--- src/common/lfc_pkg.sv ---
// Shared constants and types for both ends of the LF tag air link codec.
// Assumes both ends run on one 20 MHz ref_clk; carrier period is derived.
package lfc_pkg;
	localparam int CLK_NS = 50;
	localparam int TC_NS = 7450;
	localparam int TC_CYC = (TC_NS + CLK_NS / 2) / CLK_NS;
	localparam int PULSE_OFF_TC = 6;
	localparam int ZERO_MIN_TC = 18;
	localparam int ZERO_MAX_TC = 22;
	localparam int ONE_MIN_TC = 26;
	localparam int ONE_MAX_TC = 30;
	localparam int CV_MIN_TC = 34;
	localparam int CV_MAX_TC = 38;
	localparam int STOP_MIN_TC = 42;
	localparam int ZERO_TX_TC = 20;
	localparam int ONE_TX_TC = 28;
	localparam int CV_TX_TC = 36;
	localparam int STOP_TX_TC = 44;
	localparam int BIT_TC = 32;
	localparam int TFP1_TC = 209;
	localparam int TFP1_MAX_TC = 213;
	localparam int REQ_GAP_TC = 150;
	localparam int QUIET_GAP_TC = STOP_MIN_TC + REQ_GAP_TC;
	localparam int EMPTY_SLOT_TC = TFP1_MAX_TC + 3 * BIT_TC;
	localparam int RESP_IDLE_TC = 2 * BIT_TC;
	localparam int RESP_GAP_TC = REQ_GAP_TC + RESP_IDLE_TC;
	localparam int SETTLE_NS = 2330000;
	localparam int SETTLE_CYC = (SETTLE_NS + CLK_NS - 1) / CLK_NS;
	localparam int NVM_NS = 20000000;
	localparam int NVM_CYC = (NVM_NS + CLK_NS - 1) / CLK_NS;
	localparam logic [2:0] RESP_SOF = 3'h3;
	localparam int RESP_SOF_LEN = 3;
	typedef enum logic [2:0] {
		CODE_BIPHASE, CODE_MANCH, CODE_DUAL, CODE_MANCH_HALF,
		CODE_MANCH_DBL, CODE_BIPH_HALF, CODE_BIPH_DBL
	} lfc_code_t;
endpackage : lfc_pkg

--- src/common/lfc_link_if.sv ---
// Air link between reader end and tag end, as two digital levels.
// Assumes both ends share ref_clk; no clocking block.
`timescale 1ns/1ns
`default_nettype none
interface lfc_link_if;
	logic field_on;
	logic load_mod;
	modport tag (input field_on, output load_mod);
	modport rdr (output field_on, input load_mod);
endinterface : lfc_link_if
`default_nettype wire

--- src/hdl/lfc_tag_end.sv ---
// Tag end: downlink pulse interval decoder, turnaround timing, uplink coder.
// Assumes field_on comes from logic on ref_clk, so it is not synchronised.
`timescale 1ns/1ns
`default_nettype none
module lfc_tag_end #(
	parameter int TX_W = 64,
	parameter int NVM_WAIT_CYC = lfc_pkg::NVM_CYC
) (
	input wire logic ref_clk,
	input wire logic reset,
	lfc_link_if.tag link,
	output logic rx_sof,
	output logic rx_bit_valid,
	output logic rx_bit,
	output logic rx_eof,
	output logic rx_err,
	output logic slot_advance,
	input wire logic tx_start,
	input wire lfc_pkg::lfc_code_t tx_code,
	input wire logic tx_nvm,
	input wire logic [TX_W-1:0] tx_data,
	input wire logic [7:0] tx_len,
	output logic tx_ready,
	output logic tx_busy
);
	localparam int NW = $clog2(NVM_WAIT_CYC + 1);
	typedef enum logic [2:0] {
		SYM_ZERO, SYM_ONE, SYM_CV, SYM_STOP, SYM_BAD
	} lfc_sym_t;
	typedef enum logic [1:0] {RX_IDLE, RX_ARMED, RX_SOF_CV, RX_DATA} lfc_rx_t;
	typedef enum logic [1:0] {W_NONE, W_RESP, W_SLOT} lfc_wait_t;

	logic [7:0] div_ff;
	logic tc_tick;
	logic fld_ff;
	logic fall;
	logic [7:0] ivl_ff;
	lfc_rx_t rx_ff;
	lfc_sym_t sym;
	logic sof_ff;
	logic bit_v_ff;
	logic bit_ff;
	logic eof_ff;
	logic err_ff;
	logic [7:0] wt_ff;
	lfc_wait_t wkind_ff;
	logic slot_ff;
	logic resp_ok_ff;
	logic [NW-1:0] nvm_cnt_ff;
	logic pend_ff;
	lfc_pkg::lfc_code_t code_ff;
	logic nvm_ff;
	logic [TX_W+2:0] sh_ff;
	logic [8:0] cnt_ff;
	logic busy_ff;
	logic phase_ff;
	logic [5:0] hcnt_ff;
	logic lvl_ff;
	logic biph;
	logic [5:0] half_tc;
	logic go;

	function automatic lfc_sym_t classify(input logic [7:0] n);
		if (n >= 8'(lfc_pkg::ZERO_MIN_TC) && n <= 8'(lfc_pkg::ZERO_MAX_TC))
			return SYM_ZERO;
		if (n >= 8'(lfc_pkg::ONE_MIN_TC) && n <= 8'(lfc_pkg::ONE_MAX_TC))
			return SYM_ONE;
		if (n >= 8'(lfc_pkg::CV_MIN_TC) && n <= 8'(lfc_pkg::CV_MAX_TC))
			return SYM_CV;
		if (n >= 8'(lfc_pkg::STOP_MIN_TC))
			return SYM_STOP;
		return SYM_BAD;
	endfunction : classify

	// Intervals are counted in carrier periods made from ref_clk
	always_ff @(posedge ref_clk or posedge reset)
		if (reset)
			div_ff <= '0;
		else if (tc_tick)
			div_ff <= '0;
		else
			div_ff <= div_ff + 8'h01;
	assign tc_tick = (div_ff == 8'(lfc_pkg::TC_CYC - 1));

	always_ff @(posedge ref_clk or posedge reset)
		if (reset)
			fld_ff <= 1'b1;
		else
			fld_ff <= link.field_on;
	assign fall = fld_ff & ~link.field_on;
	assign sym = classify(ivl_ff);

	// Decoder stays live during replies, so a new frame is never missed
	always_ff @(posedge ref_clk or posedge reset)
		if (reset)
		begin
			ivl_ff <= '0;
			rx_ff <= RX_IDLE;
			sof_ff <= 1'b0;
			bit_v_ff <= 1'b0;
			bit_ff <= 1'b0;
			eof_ff <= 1'b0;
			err_ff <= 1'b0;
		end
		else
		begin
			sof_ff <= 1'b0;
			bit_v_ff <= 1'b0;
			eof_ff <= 1'b0;
			err_ff <= 1'b0;
			if (fall)
			begin
				ivl_ff <= '0;
				unique case (rx_ff)
					RX_IDLE: rx_ff <= RX_ARMED;
					RX_ARMED:
						if (sym == SYM_ZERO)
							rx_ff <= RX_SOF_CV;
						else
							err_ff <= 1'b1;
					RX_SOF_CV:
						if (sym == SYM_CV)
						begin
							rx_ff <= RX_DATA;
							sof_ff <= 1'b1;
						end
						else
						begin
							rx_ff <= RX_ARMED;
							err_ff <= 1'b1;
						end
					RX_DATA:
						if (sym == SYM_ZERO || sym == SYM_ONE)
						begin
							bit_v_ff <= 1'b1;
							bit_ff <= (sym == SYM_ONE);
						end
						else if (sym == SYM_STOP)
						begin
							eof_ff <= 1'b1;
							rx_ff <= RX_IDLE;
						end
						else
						begin
							err_ff <= 1'b1;
							rx_ff <= RX_ARMED;
						end
				endcase
			end
			else if (tc_tick)
			begin
				if (ivl_ff != 8'hFF)
					ivl_ff <= ivl_ff + 8'h01;
				// A lone pulse followed by silence is a bare end of frame
				if (rx_ff == RX_ARMED && ivl_ff == 8'(lfc_pkg::STOP_MIN_TC))
				begin
					eof_ff <= 1'b1;
					rx_ff <= RX_IDLE;
				end
				if (rx_ff == RX_DATA && ivl_ff == 8'hFE)
				begin
					err_ff <= 1'b1;
					rx_ff <= RX_IDLE;
				end
			end
		end

	// Turnaround timer runs from the last falling edge seen
	always_ff @(posedge ref_clk or posedge reset)
		if (reset)
		begin
			wt_ff <= '0;
			wkind_ff <= W_NONE;
			slot_ff <= 1'b0;
			resp_ok_ff <= 1'b0;
		end
		else
		begin
			slot_ff <= 1'b0;
			if (fall)
			begin
				wt_ff <= '0;
				resp_ok_ff <= 1'b0;
				if (rx_ff == RX_DATA && sym == SYM_STOP)
					wkind_ff <= W_RESP;
				else if (wkind_ff == W_RESP)
					wkind_ff <= W_RESP;
				else if (rx_ff == RX_IDLE)
					wkind_ff <= W_SLOT;
				else
					wkind_ff <= W_NONE;
			end
			else if (go)
				resp_ok_ff <= 1'b0;
			else if (tc_tick && wkind_ff != W_NONE)
			begin
				if (wt_ff == 8'(lfc_pkg::TFP1_TC - 1))
				begin
					wkind_ff <= W_NONE;
					resp_ok_ff <= (wkind_ff == W_RESP);
					slot_ff <= (wkind_ff == W_SLOT);
				end
				else
					wt_ff <= wt_ff + 8'h01;
			end
		end

	always_ff @(posedge ref_clk or posedge reset)
		if (reset)
			nvm_cnt_ff <= '0;
		else if (fall)
			nvm_cnt_ff <= '0;
		else if (nvm_cnt_ff != NW'(NVM_WAIT_CYC))
			nvm_cnt_ff <= nvm_cnt_ff + NW'(1);

	assign biph = (code_ff == lfc_pkg::CODE_BIPHASE)
		|| (code_ff == lfc_pkg::CODE_BIPH_HALF)
		|| (code_ff == lfc_pkg::CODE_BIPH_DBL);

	always_comb
	begin
		half_tc = 6'(lfc_pkg::BIT_TC / 2);
		if (code_ff == lfc_pkg::CODE_DUAL
			|| code_ff == lfc_pkg::CODE_MANCH_HALF
			|| code_ff == lfc_pkg::CODE_BIPH_HALF)
			half_tc = 6'(lfc_pkg::BIT_TC);
		else if (code_ff == lfc_pkg::CODE_MANCH_DBL
			|| code_ff == lfc_pkg::CODE_BIPH_DBL)
			half_tc = 6'(lfc_pkg::BIT_TC / 4);
	end

	// Standard mode streams at will; framed replies wait for turnaround
	assign go = pend_ff && !busy_ff && (code_ff == lfc_pkg::CODE_BIPHASE
		|| (resp_ok_ff && (!nvm_ff
		|| nvm_cnt_ff == NW'(NVM_WAIT_CYC))));

	always_ff @(posedge ref_clk or posedge reset)
		if (reset)
		begin
			pend_ff <= 1'b0;
			code_ff <= lfc_pkg::CODE_BIPHASE;
			nvm_ff <= 1'b0;
			sh_ff <= '0;
			cnt_ff <= '0;
			busy_ff <= 1'b0;
			phase_ff <= 1'b0;
			hcnt_ff <= '0;
			lvl_ff <= 1'b0;
		end
		else if (tx_start && tx_ready)
		begin
			pend_ff <= 1'b1;
			code_ff <= tx_code;
			nvm_ff <= tx_nvm;
			if (tx_code == lfc_pkg::CODE_BIPHASE)
			begin
				sh_ff <= {3'h0, tx_data};
				cnt_ff <= {1'b0, tx_len};
			end
			else
			begin
				sh_ff <= {tx_data, lfc_pkg::RESP_SOF};
				cnt_ff <= {1'b0, tx_len} + 9'(lfc_pkg::RESP_SOF_LEN);
			end
		end
		else if (go)
		begin
			pend_ff <= 1'b0;
			busy_ff <= (cnt_ff != 9'h000);
			phase_ff <= 1'b0;
			hcnt_ff <= '0;
			if (cnt_ff != 9'h000)
				lvl_ff <= biph ? ~lvl_ff : sh_ff[0];
		end
		else if (busy_ff && tc_tick)
		begin
			if (hcnt_ff == half_tc - 6'h01)
			begin
				hcnt_ff <= '0;
				if (!phase_ff)
				begin
					phase_ff <= 1'b1;
					lvl_ff <= biph ? lvl_ff ^ ~sh_ff[0] : ~sh_ff[0];
				end
				else
				begin
					phase_ff <= 1'b0;
					sh_ff <= sh_ff >> 1;
					cnt_ff <= cnt_ff - 9'h001;
					if (cnt_ff <= 9'h001)
					begin
						busy_ff <= 1'b0;
						lvl_ff <= 1'b0;
					end
					else
						lvl_ff <= biph ? ~lvl_ff : sh_ff[1];
				end
			end
			else
				hcnt_ff <= hcnt_ff + 6'h01;
		end

	assign link.load_mod = lvl_ff;
	assign tx_ready = !pend_ff && !busy_ff;
	assign tx_busy = busy_ff;
	assign rx_sof = sof_ff;
	assign rx_bit_valid = bit_v_ff;
	assign rx_bit = bit_ff;
	assign rx_eof = eof_ff;
	assign rx_err = err_ff;
	assign slot_advance = slot_ff;
endmodule : lfc_tag_end
`default_nettype wire

--- src/flat_wrapper.sv ---
// flat-port wrapper written by rule: the top's interface ports become plain ports
module lfc_tag_end_flat 
#(
	parameter int TX_W = 64,
	parameter int NVM_WAIT_CYC = lfc_pkg::NVM_CYC
)
  (ref_clk, reset, rx_sof, rx_bit_valid, rx_bit, rx_eof, rx_err, slot_advance, tx_start, tx_code, tx_nvm, tx_data, tx_len, tx_ready, tx_busy, link_field_on, link_load_mod);
  lfc_link_if link_i ();
  input wire logic ref_clk;
  input wire logic reset;
  output logic rx_sof;
  output logic rx_bit_valid;
  output logic rx_bit;
  output logic rx_eof;
  output logic rx_err;
  output logic slot_advance;
  input wire logic tx_start;
  input wire lfc_pkg::lfc_code_t tx_code;
  input wire logic tx_nvm;
  input wire logic [TX_W-1:0] tx_data;
  input wire logic [7:0] tx_len;
  output logic tx_ready;
  output logic tx_busy;
  input wire logic [$bits(link_i.field_on)-1:0] link_field_on;
  output wire logic [$bits(link_i.load_mod)-1:0] link_load_mod;
  assign link_i.field_on = link_field_on;
  assign link_load_mod = link_i.load_mod;
  lfc_tag_end #(.TX_W(TX_W), .NVM_WAIT_CYC(NVM_WAIT_CYC)) u_core (.ref_clk(ref_clk), .reset(reset), .link(link_i), .rx_sof(rx_sof), .rx_bit_valid(rx_bit_valid), .rx_bit(rx_bit), .rx_eof(rx_eof), .rx_err(rx_err), .slot_advance(slot_advance), .tx_start(tx_start), .tx_code(tx_code), .tx_nvm(tx_nvm), .tx_data(tx_data), .tx_len(tx_len), .tx_ready(tx_ready), .tx_busy(tx_busy));
endmodule
--- config.mk ---
export PLATFORM = sky130hd
export DESIGN_NAME = lfc_tag_end_flat
export DESIGN_NICKNAME = d
export VERILOG_FILES = /design/src/common/lfc_pkg.sv /design/src/common/lfc_link_if.sv /design/src/hdl/lfc_tag_end.sv /design/src/flat_wrapper.sv
export SDC_FILE = /design/constraint.sdc
export NUM_CORES = 1
export LEC_CHECK = 0
export BUFFER_PORTS_ARGS = -buffer_cell sky130_fd_sc_hd__buf_2
export CAP_MARGIN = 20
export CORE_MARGIN = 5
export CORE_UTILIZATION = 40
export CTS_CLUSTER_SIZE = 25
export DETAILED_ROUTE_END_ITERATION = 10
export HOLD_SLACK_MARGIN = 0.05
export PLACE_DENSITY = 0.66
export SLEW_MARGIN = 20
export SYNTH_ARGS = -nofsm -noshare
export SYNTH_HDL_FRONTEND = slang
export SYNTH_SLANG_ARGS = --single-unit
--- constraint.sdc ---
create_clock -name ref_clk -period 6.55 [get_ports ref_clk]
set_input_delay 1.31 -clock ref_clk [delete_from_list [all_inputs] [get_ports ref_clk]]
set_output_delay 1.31 -clock ref_clk [all_outputs]
set_load 0.01 [all_outputs]
== Word-level counts from Yosys, hierarchy flattened ==
Index checks and enable logic that the tools add are counted.

* Bits in registers: 145
* Word-level logic and storage cells: 238
* Output and inout bits: 9

* Eq/ne operators: 27
* Reductions and logical operators: 57
* Add/subtract/negate cells: 8
* Bitwise gates (word level): 6
* Order comparisons: 8
* Multiplexer cells: 109

{| class="wikitable"
|+ Operators by type and width
! operator !! count
|-
| $mux 67 || 6
|-
| $mux 8 || 8
|-
| $mux 1 || 58
|-
| $mux 9 || 6
|-
| $mux 19 || 2
|-
| $mux 2 || 14
|-
| $reduce_bool 2->1 || 14
|-
| $add 8x1->8 const B || 3
|-
| $eq 8x8->1 const B || 3
|-
| $mux 3 || 8
|-
| $mux 6 || 4
|-
| $add 19x1->19 const B || 1
|-
| $eq 19x19->1 const B || 1
|-
| $ne 19x19->1 const B || 1
|-
| $ge 8x5->1 const B || 2
|-
| $ge 8x6->1 const B || 2
|-
| $le 8x5->1 const B || 2
|-
| $logic_and 1x1->1 || 13
|-
| $eq 3x2->1 const B || 4
|-
| $reduce_and 3->1 || 4
|-
| $reduce_and 4->1 || 3
|-
| $add 8x2->9 const B || 1
|-
| $eq 3x3->1 const B || 3
|-
| $le 9x1->1 const B || 1
|-
| other kinds (27) || 51
|}

== Logic depth before layout (Yosys ltp) ==
Gate-level depths: netlist of the first run.

* Depth after elaboration: 18
* Gate-level depth with buffers: 12

== Worst setup path after synthesis of the first run ==
Ideal clock, no wire load.

* Path type: input-to-reg
* Start point: input port tx_code[0]
* End point: register u_core.sh_ff[10]
* Slack: 3.749 ns
* Required time: 6.410 ns
* Data arrival time: 2.661 ns
* Stages on the path: 6
* Buffers on the path: 3
* Library setup time: 0.140 ns
* Path through: or3_1 clkbuf_1 buf_1 clkbuf_1 mux2i_1 a22oi_1

* Cells in the longest elaborated chain, start to end: 3

{| class="wikitable"
|+ RTL lines
! element !! line !! source
|-
| from (decl) || flat_wrapper.sv:18 || <nowiki>input wire lfc_pkg::lfc_code_t tx_code;</nowiki>
|-
| $logic_not 3->1 || lfc_tag_end.sv:255 || <nowiki>if (tx_code == lfc_pkg::CODE_BIPHASE)</nowiki>
|-
| $mux 67 || lfc_tag_end.sv:255 ||
|-
| $mux 67 || lfc_tag_end.sv:250 || <nowiki>else if (tx_start && tx_ready)</nowiki>
|-
| to (signal assigned) || lfc_tag_end.sv:257 || <nowiki>sh_ff <= {3'h0, tx_data};</nowiki>
|-
| to (signal assigned) || lfc_tag_end.sv:262 || <nowiki>sh_ff <= {tx_data, lfc_pkg::RESP_SOF};</nowiki>
|-
| to (signal assigned) || lfc_tag_end.sv:288 || <nowiki>sh_ff <= sh_ff >> 1;</nowiki>
|-
| to (decl) || lfc_tag_end.sv:53 || <nowiki>logic [TX_W+2:0] sh_ff;</nowiki>
|}

No other way between the ends.
A chain may end at the register's enable or synchronous reset.

== Worst setup path after layout of the first run ==
* Start point: register u_core.code_ff[2]
* End point: register u_core.sh_ff[27]

* Cells in the longest elaborated chain, start to end: 8
* Elaborated cells on any way between the ends: 18
* Those cells by class: add/sub: 1; eq/ne: 7; mux: 2; reduce/logical: 8

{| class="wikitable"
|+ RTL lines
! element !! line !! source
|-
| from (decl) || lfc_tag_end.sv:51 || <nowiki>lfc_pkg::lfc_code_t code_ff;</nowiki>
|-
| from (signal assigned) || lfc_tag_end.sv:241 || <nowiki>code_ff <= lfc_pkg::CODE_BIPHASE;</nowiki>
|-
| from (signal assigned) || lfc_tag_end.sv:253 || <nowiki>code_ff <= tx_code;</nowiki>
|-
| $eq 3x3->1, or another cell as far along || lfc_tag_end.sv:227 || <nowiki>else if (code_ff == lfc_pkg::CODE_MANCH_DBL</nowiki>
|-
| $logic_or 1x1->1 (on tied branches) || lfc_tag_end.sv:228, lfc_tag_end.sv:224 ||
|-
| $mux 5 or $logic_or 1x1->1 (tied branches) || lfc_tag_end.sv:227, lfc_tag_end.sv:225 ||
|-
| $mux 6 || lfc_tag_end.sv:223 || <nowiki>if (code_ff == lfc_pkg::CODE_DUAL</nowiki>
|-
| $sub 6x1->6 || lfc_tag_end.sv:277 || <nowiki>if (hcnt_ff == half_tc - 6'h01)</nowiki>
|-
| $eq 6x6->1 || lfc_tag_end.sv:277 ||
|-
| $reduce_bool 2->1 (no source line) || -- ||
|-
| $reduce_and 4->1 (no source line) (*) || -- ||
|}

Mark *: on every way between the ends. The rest lies on a longest branch, timed or not.

==> out/metrics.csv, run 1 <==
metric,value,unit
outcome,"complete, no violations",
Worst Tran Pin Value,1.08,ns
Critical Path End Type,flip-flop,
setup violation total in the final timing report,0,
Ports,89,
final instance area,9210,um^2
syn_area_per_cell,9.28,um^2
register area share after synthesis,0.454,
setup bufs post-CTS,0,
Starting Density,0.408,
clk root buf,clkbuf_16,
CTS buffer count,17,
Die Y,151,um
max incr delay on CP,0.69,ns
DR WL/cell,15.3,um
final wirelength,18300,um
largest net degree at the start of global routing,95,
worst min path class,reg2reg,
1st-iter DRT viols,507,
min-delay src,u_core.div_ff[6],
most frequent cells in the layout,"dfrtp_1 (144), nand2_1 (124), buf_2 (88), a31oi_1 (68), mux2i_1 (64)",
flip-flop and latch area,3630,um^2
startpoint types,flip-flop,
worst-path cell chain,"nand3_1, o21a_1, ha_1, xnor2_1, a31oi_1, a2111oi_4, buf_4, nand2_2, buf_4, nand2_1, a22oi_1",
"most used cell, CP",buf_4,
final net count,1011,
Final Max Tran Viols,0,
number of max-cap violations,0,
Mapped Area,8000,um^2
DR vias,6518,
CTS tree,done,
Final Hold Violating Endpoints,0,
via/cell ratio,5.45,
vias in the first global route,6210,
area grow syn2layout,15.2,%
Initial DRT Pass Iterations,5,
Synth top area share,0.450,
CTS max path bufs,2,
first-pass GRT wire length,30500,um
leakage power,4.23,nW
Placer Congestion,0.805,
GRT Util Overall,0.163,
yosys warns,0,
Post-Syn Instances,862,
DRC,0,
clk_skew,0.0167,ns
FF-to-FF path depth,11,
critical path required time,6.82,ns
core region area,19600,um^2
RSZ-0062 raised after global routing,false,
crit-path max FO,78,
power per cell area,222,nW/um^2
Max IR drop VDD,0.000108,V
Buf/Inv on CP,2,
"most common cell after layout, fill and taps aside",dfrtp_1,
hold-critical path depth,1,
Reg-to-Reg End,u_core.sh_ff[27],
initial antenna violation count,1,
post-DP HPWL,11800,um
clock insertion delay at the later pin of the skew report,0.43,ns
layout cells sized above 1,0.155,
critical path's slowest cell,buf_4,
die width,151,um
"antenna viol nets, final",0,
Final TNS setup,0,ns
area occupied by multi-input gates,4090,um^2
crit path DAT,3.49,ns
post-synthesis cell type count,52,
"area leader, netlist",dfrtp_1,
die area,22900,um^2
IO Port Bufs,88,
"delay-heaviest family, CP",buffers and inverters,
R2R Path Start,u_core.code_ff[2],
htree depth,4,
Worst-path clk slew,0.06,ns
WHS Endpoint,u_core.div_ff[6],
Post-CTS Hold Buffers,0,
quantity of gates resized following cts,0,
grt ovf,0,
fillcell total,1852,
critical path depth,11,
Post-Syn Nets,955,
dpl cell area,8630,um^2
crit share post-route,0.491,
Tmin final,3.22,ns
type of the worst setup path,reg2reg,
largest cells by area after synthesis,"dfrtp_1 (45%), mux2i_1 (8.0%), nand2_1 (5.9%), a22oi_1 (5.7%), a31oi_1 (5.3%)",
Core Rows,51,
Synth Register Bits,145,
Max Fclk,311,MHz
Num Clock Sinks,145,
relative slew slack,0.278,
R2R setup slack,3.33,ns
==> per-stage QoR <==
step	worst slack [ns]	cells	utilization	power (mW)	hold slack [ns]
global placement	3.24	1164	0.441	1.11	0.482
CTS	3.31	1196	0.470	2.07	0.495
finish	3.33	1197	0.470	2.05	0.498
detailed placement	3.21	1164	0.441	1.11	0.481
floorplan	1.35	862	-	1.04	0.446
global route	3.05	1197	0.470	2.13	0.534
==> cells by family after synthesis <==
family,after synthesis,share of synthesized area
simple gates,310,0.183
compound gates,198,0.166
flops,145,0.454
buf+inv,78,0.0377
mux,66,0.0829
xor+xnor,52,0.0569
fa+ha+maj,13,0.0203
==> worst max-delay path by stage <==
stage          slack (ns)               end               from
3_3_place_gp         3.24  u_core.cnt_ff[7]         tx_code[1]
4_1_cts              3.31   u_core.sh_ff[0]  u_core.code_ff[2]
5_1_grt              3.05   u_core.sh_ff[2]  u_core.code_ff[2]
2_1_floorplan        1.35  u_core.cnt_ff[0]              reset
6_report             3.33  u_core.sh_ff[27]  u_core.code_ff[2]
3_5_place_dp         3.21  u_core.cnt_ff[7]         tx_code[2]
==> final cells by class <==
class / count / area share
repair buffers: 96 / 0.0543
multi-input cells: 639 / 0.444
clock inverters: 14 / 0.0160
well taps: 265 / 0.0360
inverters: 19 / 0.00829
diodes: 1 / 0.000272
clock buffers: 18 / 0.0466
flip-flops and latches: 145 / 0.394
==> cell usage after synthesis, drive strengths merged <==
| cell type | count |
|---|---|
| o41ai | 1 |
| or3b | 1 |
| mux2i | 64 |
| nand4b | 2 |
| xnor2 | 30 |
| a211o | 1 |
| nor2 | 63 |
| inv | 19 |
| nor3b | 2 |
| nand4 | 10 |
| and4 | 2 |
| a41o | 1 |
| and3b | 2 |
| a21oi | 14 |
| nor3 | 17 |
| o31ai | 4 |
| ha | 13 |
| xor2 | 22 |
| or3 | 4 |
| nand2b | 5 |
| or4b | 4 |
| a2111oi | 3 |
| buf | 12 |
| a22oi | 61 |
| and2 | 4 |
| and3 | 13 |
| o22a | 1 |
| nand3 | 33 |
| dfstp | 1 |
| a211oi | 3 |
| nor2b | 12 |
| clkbuf | 47 |
| nor4b | 2 |
| nand2 | 125 |
| mux2 | 2 |
| dfrtp | 144 |
| a22o | 2 |
| a31oi | 68 |
| o21ai | 31 |
| or4 | 3 |
| and4b | 1 |
| o211ai | 5 |
| nor4 | 5 |
| o21a | 3 |
==> metal layers <==
layer | vias up | GRT usage | wire [um]
met1 | 3154 | 0.227 | 8940
li1 | 3223 | - | -
met5 | - | 0 | 0
met4 | 0 | 0.0535 | 286
met3 | 20 | 0.0353 | 751
met2 | 121 | 0.252 | 8360
==> state kept, by name, summed over array words and instances (netlist names), 2 cells and up <==
signal	count
u_core.cnt_ff	9
u_core.hcnt_ff	6
u_core.sh_ff	67
u_core.div_ff	8
u_core.code_ff	3
u_core.nvm_cnt_ff	19
u_core.wt_ff	8
u_core.ivl_ff	8
u_core.wkind_ff	2
u_core.rx_ff	2
==> power breakdown <==
| group | switching [mW] | internal (mW) |
|---|---|---|
| clock network | 0.420 | 0.537 |
| registers | 0.0268 | 0.914 |
| logic | 0.0829 | 0.0665 |
| total | 0.529 | 1.52 |
==> worst reg2reg max path, cell delays in order (launching register included) <==
cell,delay [ns]
dfrtp_1,0.47
nand3_1,0.11
o21a_1,0.15
ha_1,0.20
xnor2_1,0.22
a31oi_1,0.16
a2111oi_4,0.33
buf_4,0.69
nand2_2,0.08
buf_4,0.36
nand2_1,0.20
a22oi_1,0.09
(Power assumes the default switching activity.)
==> run 2, diff against run 1 <==
- ABC_AREA: unset -> 1
- PLACE_DENSITY: 0.66 -> 0.68
- clock period: 6.55 -> 2.7 ns (I/O delays scaled with it)
==> run 2 against run 1 <==
Effect of this change:
- first-iteration DRC count is 6.1% lower
- critical endpoint is now u_core.sh_ff[49]
- combinational power rose by 100%
- critical path depth up 1
- wire length grew 3.1%
- total power rose by 140%
- maximum frequency increased by 29%
==> out/metrics.csv, run 2 <==
metric,value,unit,change
outcome,"complete, no violations",,
Mapped Area,8390,um^2,+4.9%
relative slew slack,0.511,,+0.233
Post-synth EDFFs,0,,unchanged
Final Non-Filler Cells,1532,,+28%
Max Fclk,401,MHz,+29%
area grow syn2layout,17.2,%,
Num Clock Sinks,145,,unchanged
die width,155,um,+2.3%
final wirelength,18900,um,+3.1%
critical path's slowest cell,dfrtp_1,,
register area share after synthesis,0.433,,-0.0211
Final Hold Violating Endpoints,0,,unchanged
commonest cells in the netlist,"o21ai_0 (229), inv_1 (183), nand2_1 (179)",,
global routing usage on met2,0.250,,-0.00185
clk_skew,0.0129,ns,-0.00387 ns
GRT Max-Usage Layer,met2,,
Worst Tran Pin Value,0.731,ns,-0.352 ns
Top Registers,"u_core.sh_ff (67), u_core.nvm_cnt_ff (19), u_core.cnt_ff (9)",,
"area leader, netlist",dfrtp_1,,
grt ovf,0,,unchanged
final net count,1336,,+32%
yosys warns,0,,unchanged
most frequent cells in the layout,"o21ai_0 (229), inv_1 (181), nand2_1 (177), dfrtp_1 (144), nor2_1 (111)",,
Max IR drop VDD,0.000299,V,+180%
asr flop ratio synth,1.00,,unchanged
number of max-cap violations,0,,unchanged
dominant synthesized flop cell,dfrtp_1,,
"delay-heaviest family, CP",simple AND/OR/NAND/NOR gates,,
"most common cell after layout, fill and taps aside",o21ai_0,,
Sw Share,0.253,,-0.00527
vias in the first global route,7050,,+14%
Tmin final,2.49,ns,-0.722 ns
Core Rows,53,,+3.9%
worst min path class,in2async,,
grt met1 use,0.229,,+0.00238
Die Y,155,um,+2.3%
Comb pwr share,0.062,,-0.011
Ports,89,,unchanged
Synth top area share,0.430,,-0.0210
Worst-path clk slew,0.07,ns,about the same
DR WL/cell,12.3,um,-19%
Critical Path End Type,flip-flop,,
post-synthesis cell type count,37,,-29%
post-DP HPWL,13300,um,+12%
dpl cell area,9210,um^2,+6.7%
Buf/Inv on CP,3,,+1
Initial DRT Pass Iterations,5,,unchanged
Starting Density,0.403,,-0.00542
met3 Use GR,0.0375,,+0.00218
power per cell area,496,nW/um^2,+120%
Internal,3.64,mW,+140%
Post-Syn Instances,1163,,+35%
Post-CTS Hold Buffers,0,,unchanged
final instance area,9830,um^2,+6.7%
max FFs per register,67,,unchanged
syn_area_per_cell,7.21,um^2,-22%
htree depth,4,,unchanged
die area,24000,um^2,+4.6%
clk root buf,clkbuf_16,,
max incr delay on CP,0.42,ns,-0.27 ns
sequential group share of total power,0.462,,+0.002
core region area,20800,um^2,+6.3%
type of the worst setup path,reg2reg,,
critical path required time,3.03,ns,-3.79 ns
Final TNS setup,0,ns,unchanged
Cells after DPL,1496,,+29%
worst-path cell chain,"nand2_1, inv_1, or2_2, ha_1, xnor2_1, nor3_2, nand2_2, o21ai_4, buf_12, buf_12, o21ai_0, o21ai_0",,
NetSw,1.24,mW,+130%
DR vias,7613,,+17%
fillcell total,2091,,+13%
most frequent cell after synthesis,o21ai_0,,
largest net degree at the start of global routing,63,,-34%
layout cells sized above 1,0.129,,-0.0257
largest cells by area after synthesis,"dfrtp_1 (43%), o21ai_0 (14%), inv_1 (8.2%), nand2_1 (8.0%), a21oi_1 (5.5%)",,
Biggest register,u_core.sh_ff,,
leakage power,4.79,nW,+13%
CTS tree,done,,
RSZ-0062 raised after global routing,false,,
Synth Register Bits,145,,unchanged
crit share post-route,0.924,,+0.433
"antenna viol nets, final",0,,unchanged
clock insertion delay at the later pin of the skew report,0.42,ns,about the same
CTS max path bufs,2,,unchanged
power consumption,4.88,mW,+140%
Hold WS,0.239,ns,-0.258 ns
via/cell ratio,4.97,,-8.7%
crit path DAT,2.83,ns,-0.66 ns
CTS buffer count,17,,unchanged
GRT Util Overall,0.162,,-0.000739
1st-iter DRT viols,476,,-6.1%
setup violation total in the final timing report,0,,unchanged
DRC,0,,unchanged
startpoint types,flip-flop,,
first-pass GRT wire length,32700,um,+7.0%
crit-path max FO,37,,-53%
IO Port Bufs,88,,unchanged
Post-Syn Nets,1256,,+32%
clock power share,0.476,,+0.009
initial antenna violation count,1,,unchanged
Placer Congestion,0.823,,+2.3%
Final Max Tran Viols,0,,unchanged
run 2: cell count changes after synthesis, sizes merged, moves of 59 or more:
cell / before / now
o21ai: 31 / 246
a21oi: 14 / 96
mux2i: 64 / 0
a31oi: 68 / 3
a22oi: 61 / 2
inv: 19 / 183
run 2: timing repair:
| action | 4_1_cts | 5_1_grt |
|---|---|---|
| gates resized for setup | 0 | 0 |
| buffers inserted | 0 | 2 |
| endpoints found under the setup margin | 0 | 60 |
run 2: area by class of cell:
cell class,count,area [um^2],share of cell area
inverter,187,706,0.0718
clock buffer,18,439,0.0447
tap,275,344,0.0350
clock inverter,14,143,0.0145
timing repair buffer,114,766,0.0779
antenna,1,2.50,0.000255
multi-input combinational,778,3800,0.387
sequential,145,3630,0.369
run 2: power groups by stage:
stage,Sequential (mW),Combinational (mW),Clock [mW]
3_5_place_dp,2.29,0.304,0
2_1_floorplan,2.29,0.177,0
6_report,2.25,0.301,2.33
4_1_cts,2.25,0.306,2.38
5_1_grt,2.26,0.349,2.49
3_3_place_gp,2.29,0.300,0
run 2: cell families after synthesis:
group / after synthesis / synth area share
XOR/XNOR: 19 / 0.0198
AND/OR/NAND/NOR: 392 / 0.196
adder cells (fa/ha/maj): 13 / 0.0194
buffers and inverters: 240 / 0.115
AO/OA/AOI/OAI: 354 / 0.217
flip-flops: 145 / 0.433
run 2: through the flow:
stage | worst slack (ns) | utilization
global route | 0.0149 | 0.472
floorplan | 0.342 | -
global placement | 0.223 | 0.442
detailed placement | 0.151 | 0.442
finish | 0.206 | 0.472
CTS | 0.120 | 0.470
run 2: final timing paths:
check | from | end | slack (ns) | cells after the start
hold reg to reg | u_core.div_ff[0] | u_core.div_ff[0] | 0.48 | 1
hold / removal | reset | u_core.sh_ff[55] | 0.24 | 2
min in group ref_clk | link_field_on | u_core.fld_ff | 0.24 | 1
max in group asynchronous | reset | u_core.sh_ff[18] | 1.80 | 3
setup reg to reg | u_core.code_ff[2] | u_core.sh_ff[49] | 0.21 | 12
setup / recovery | u_core.code_ff[2] | u_core.sh_ff[49] | 0.21 | 12
run 2: metal layers:
metal / up-vias / share of wire
met3: 15 / 0.038
li1: 3945 / -
met4: 0 / 0.011
met2: 142 / 0.46
met1: 3511 / 0.49
met5: - / 0
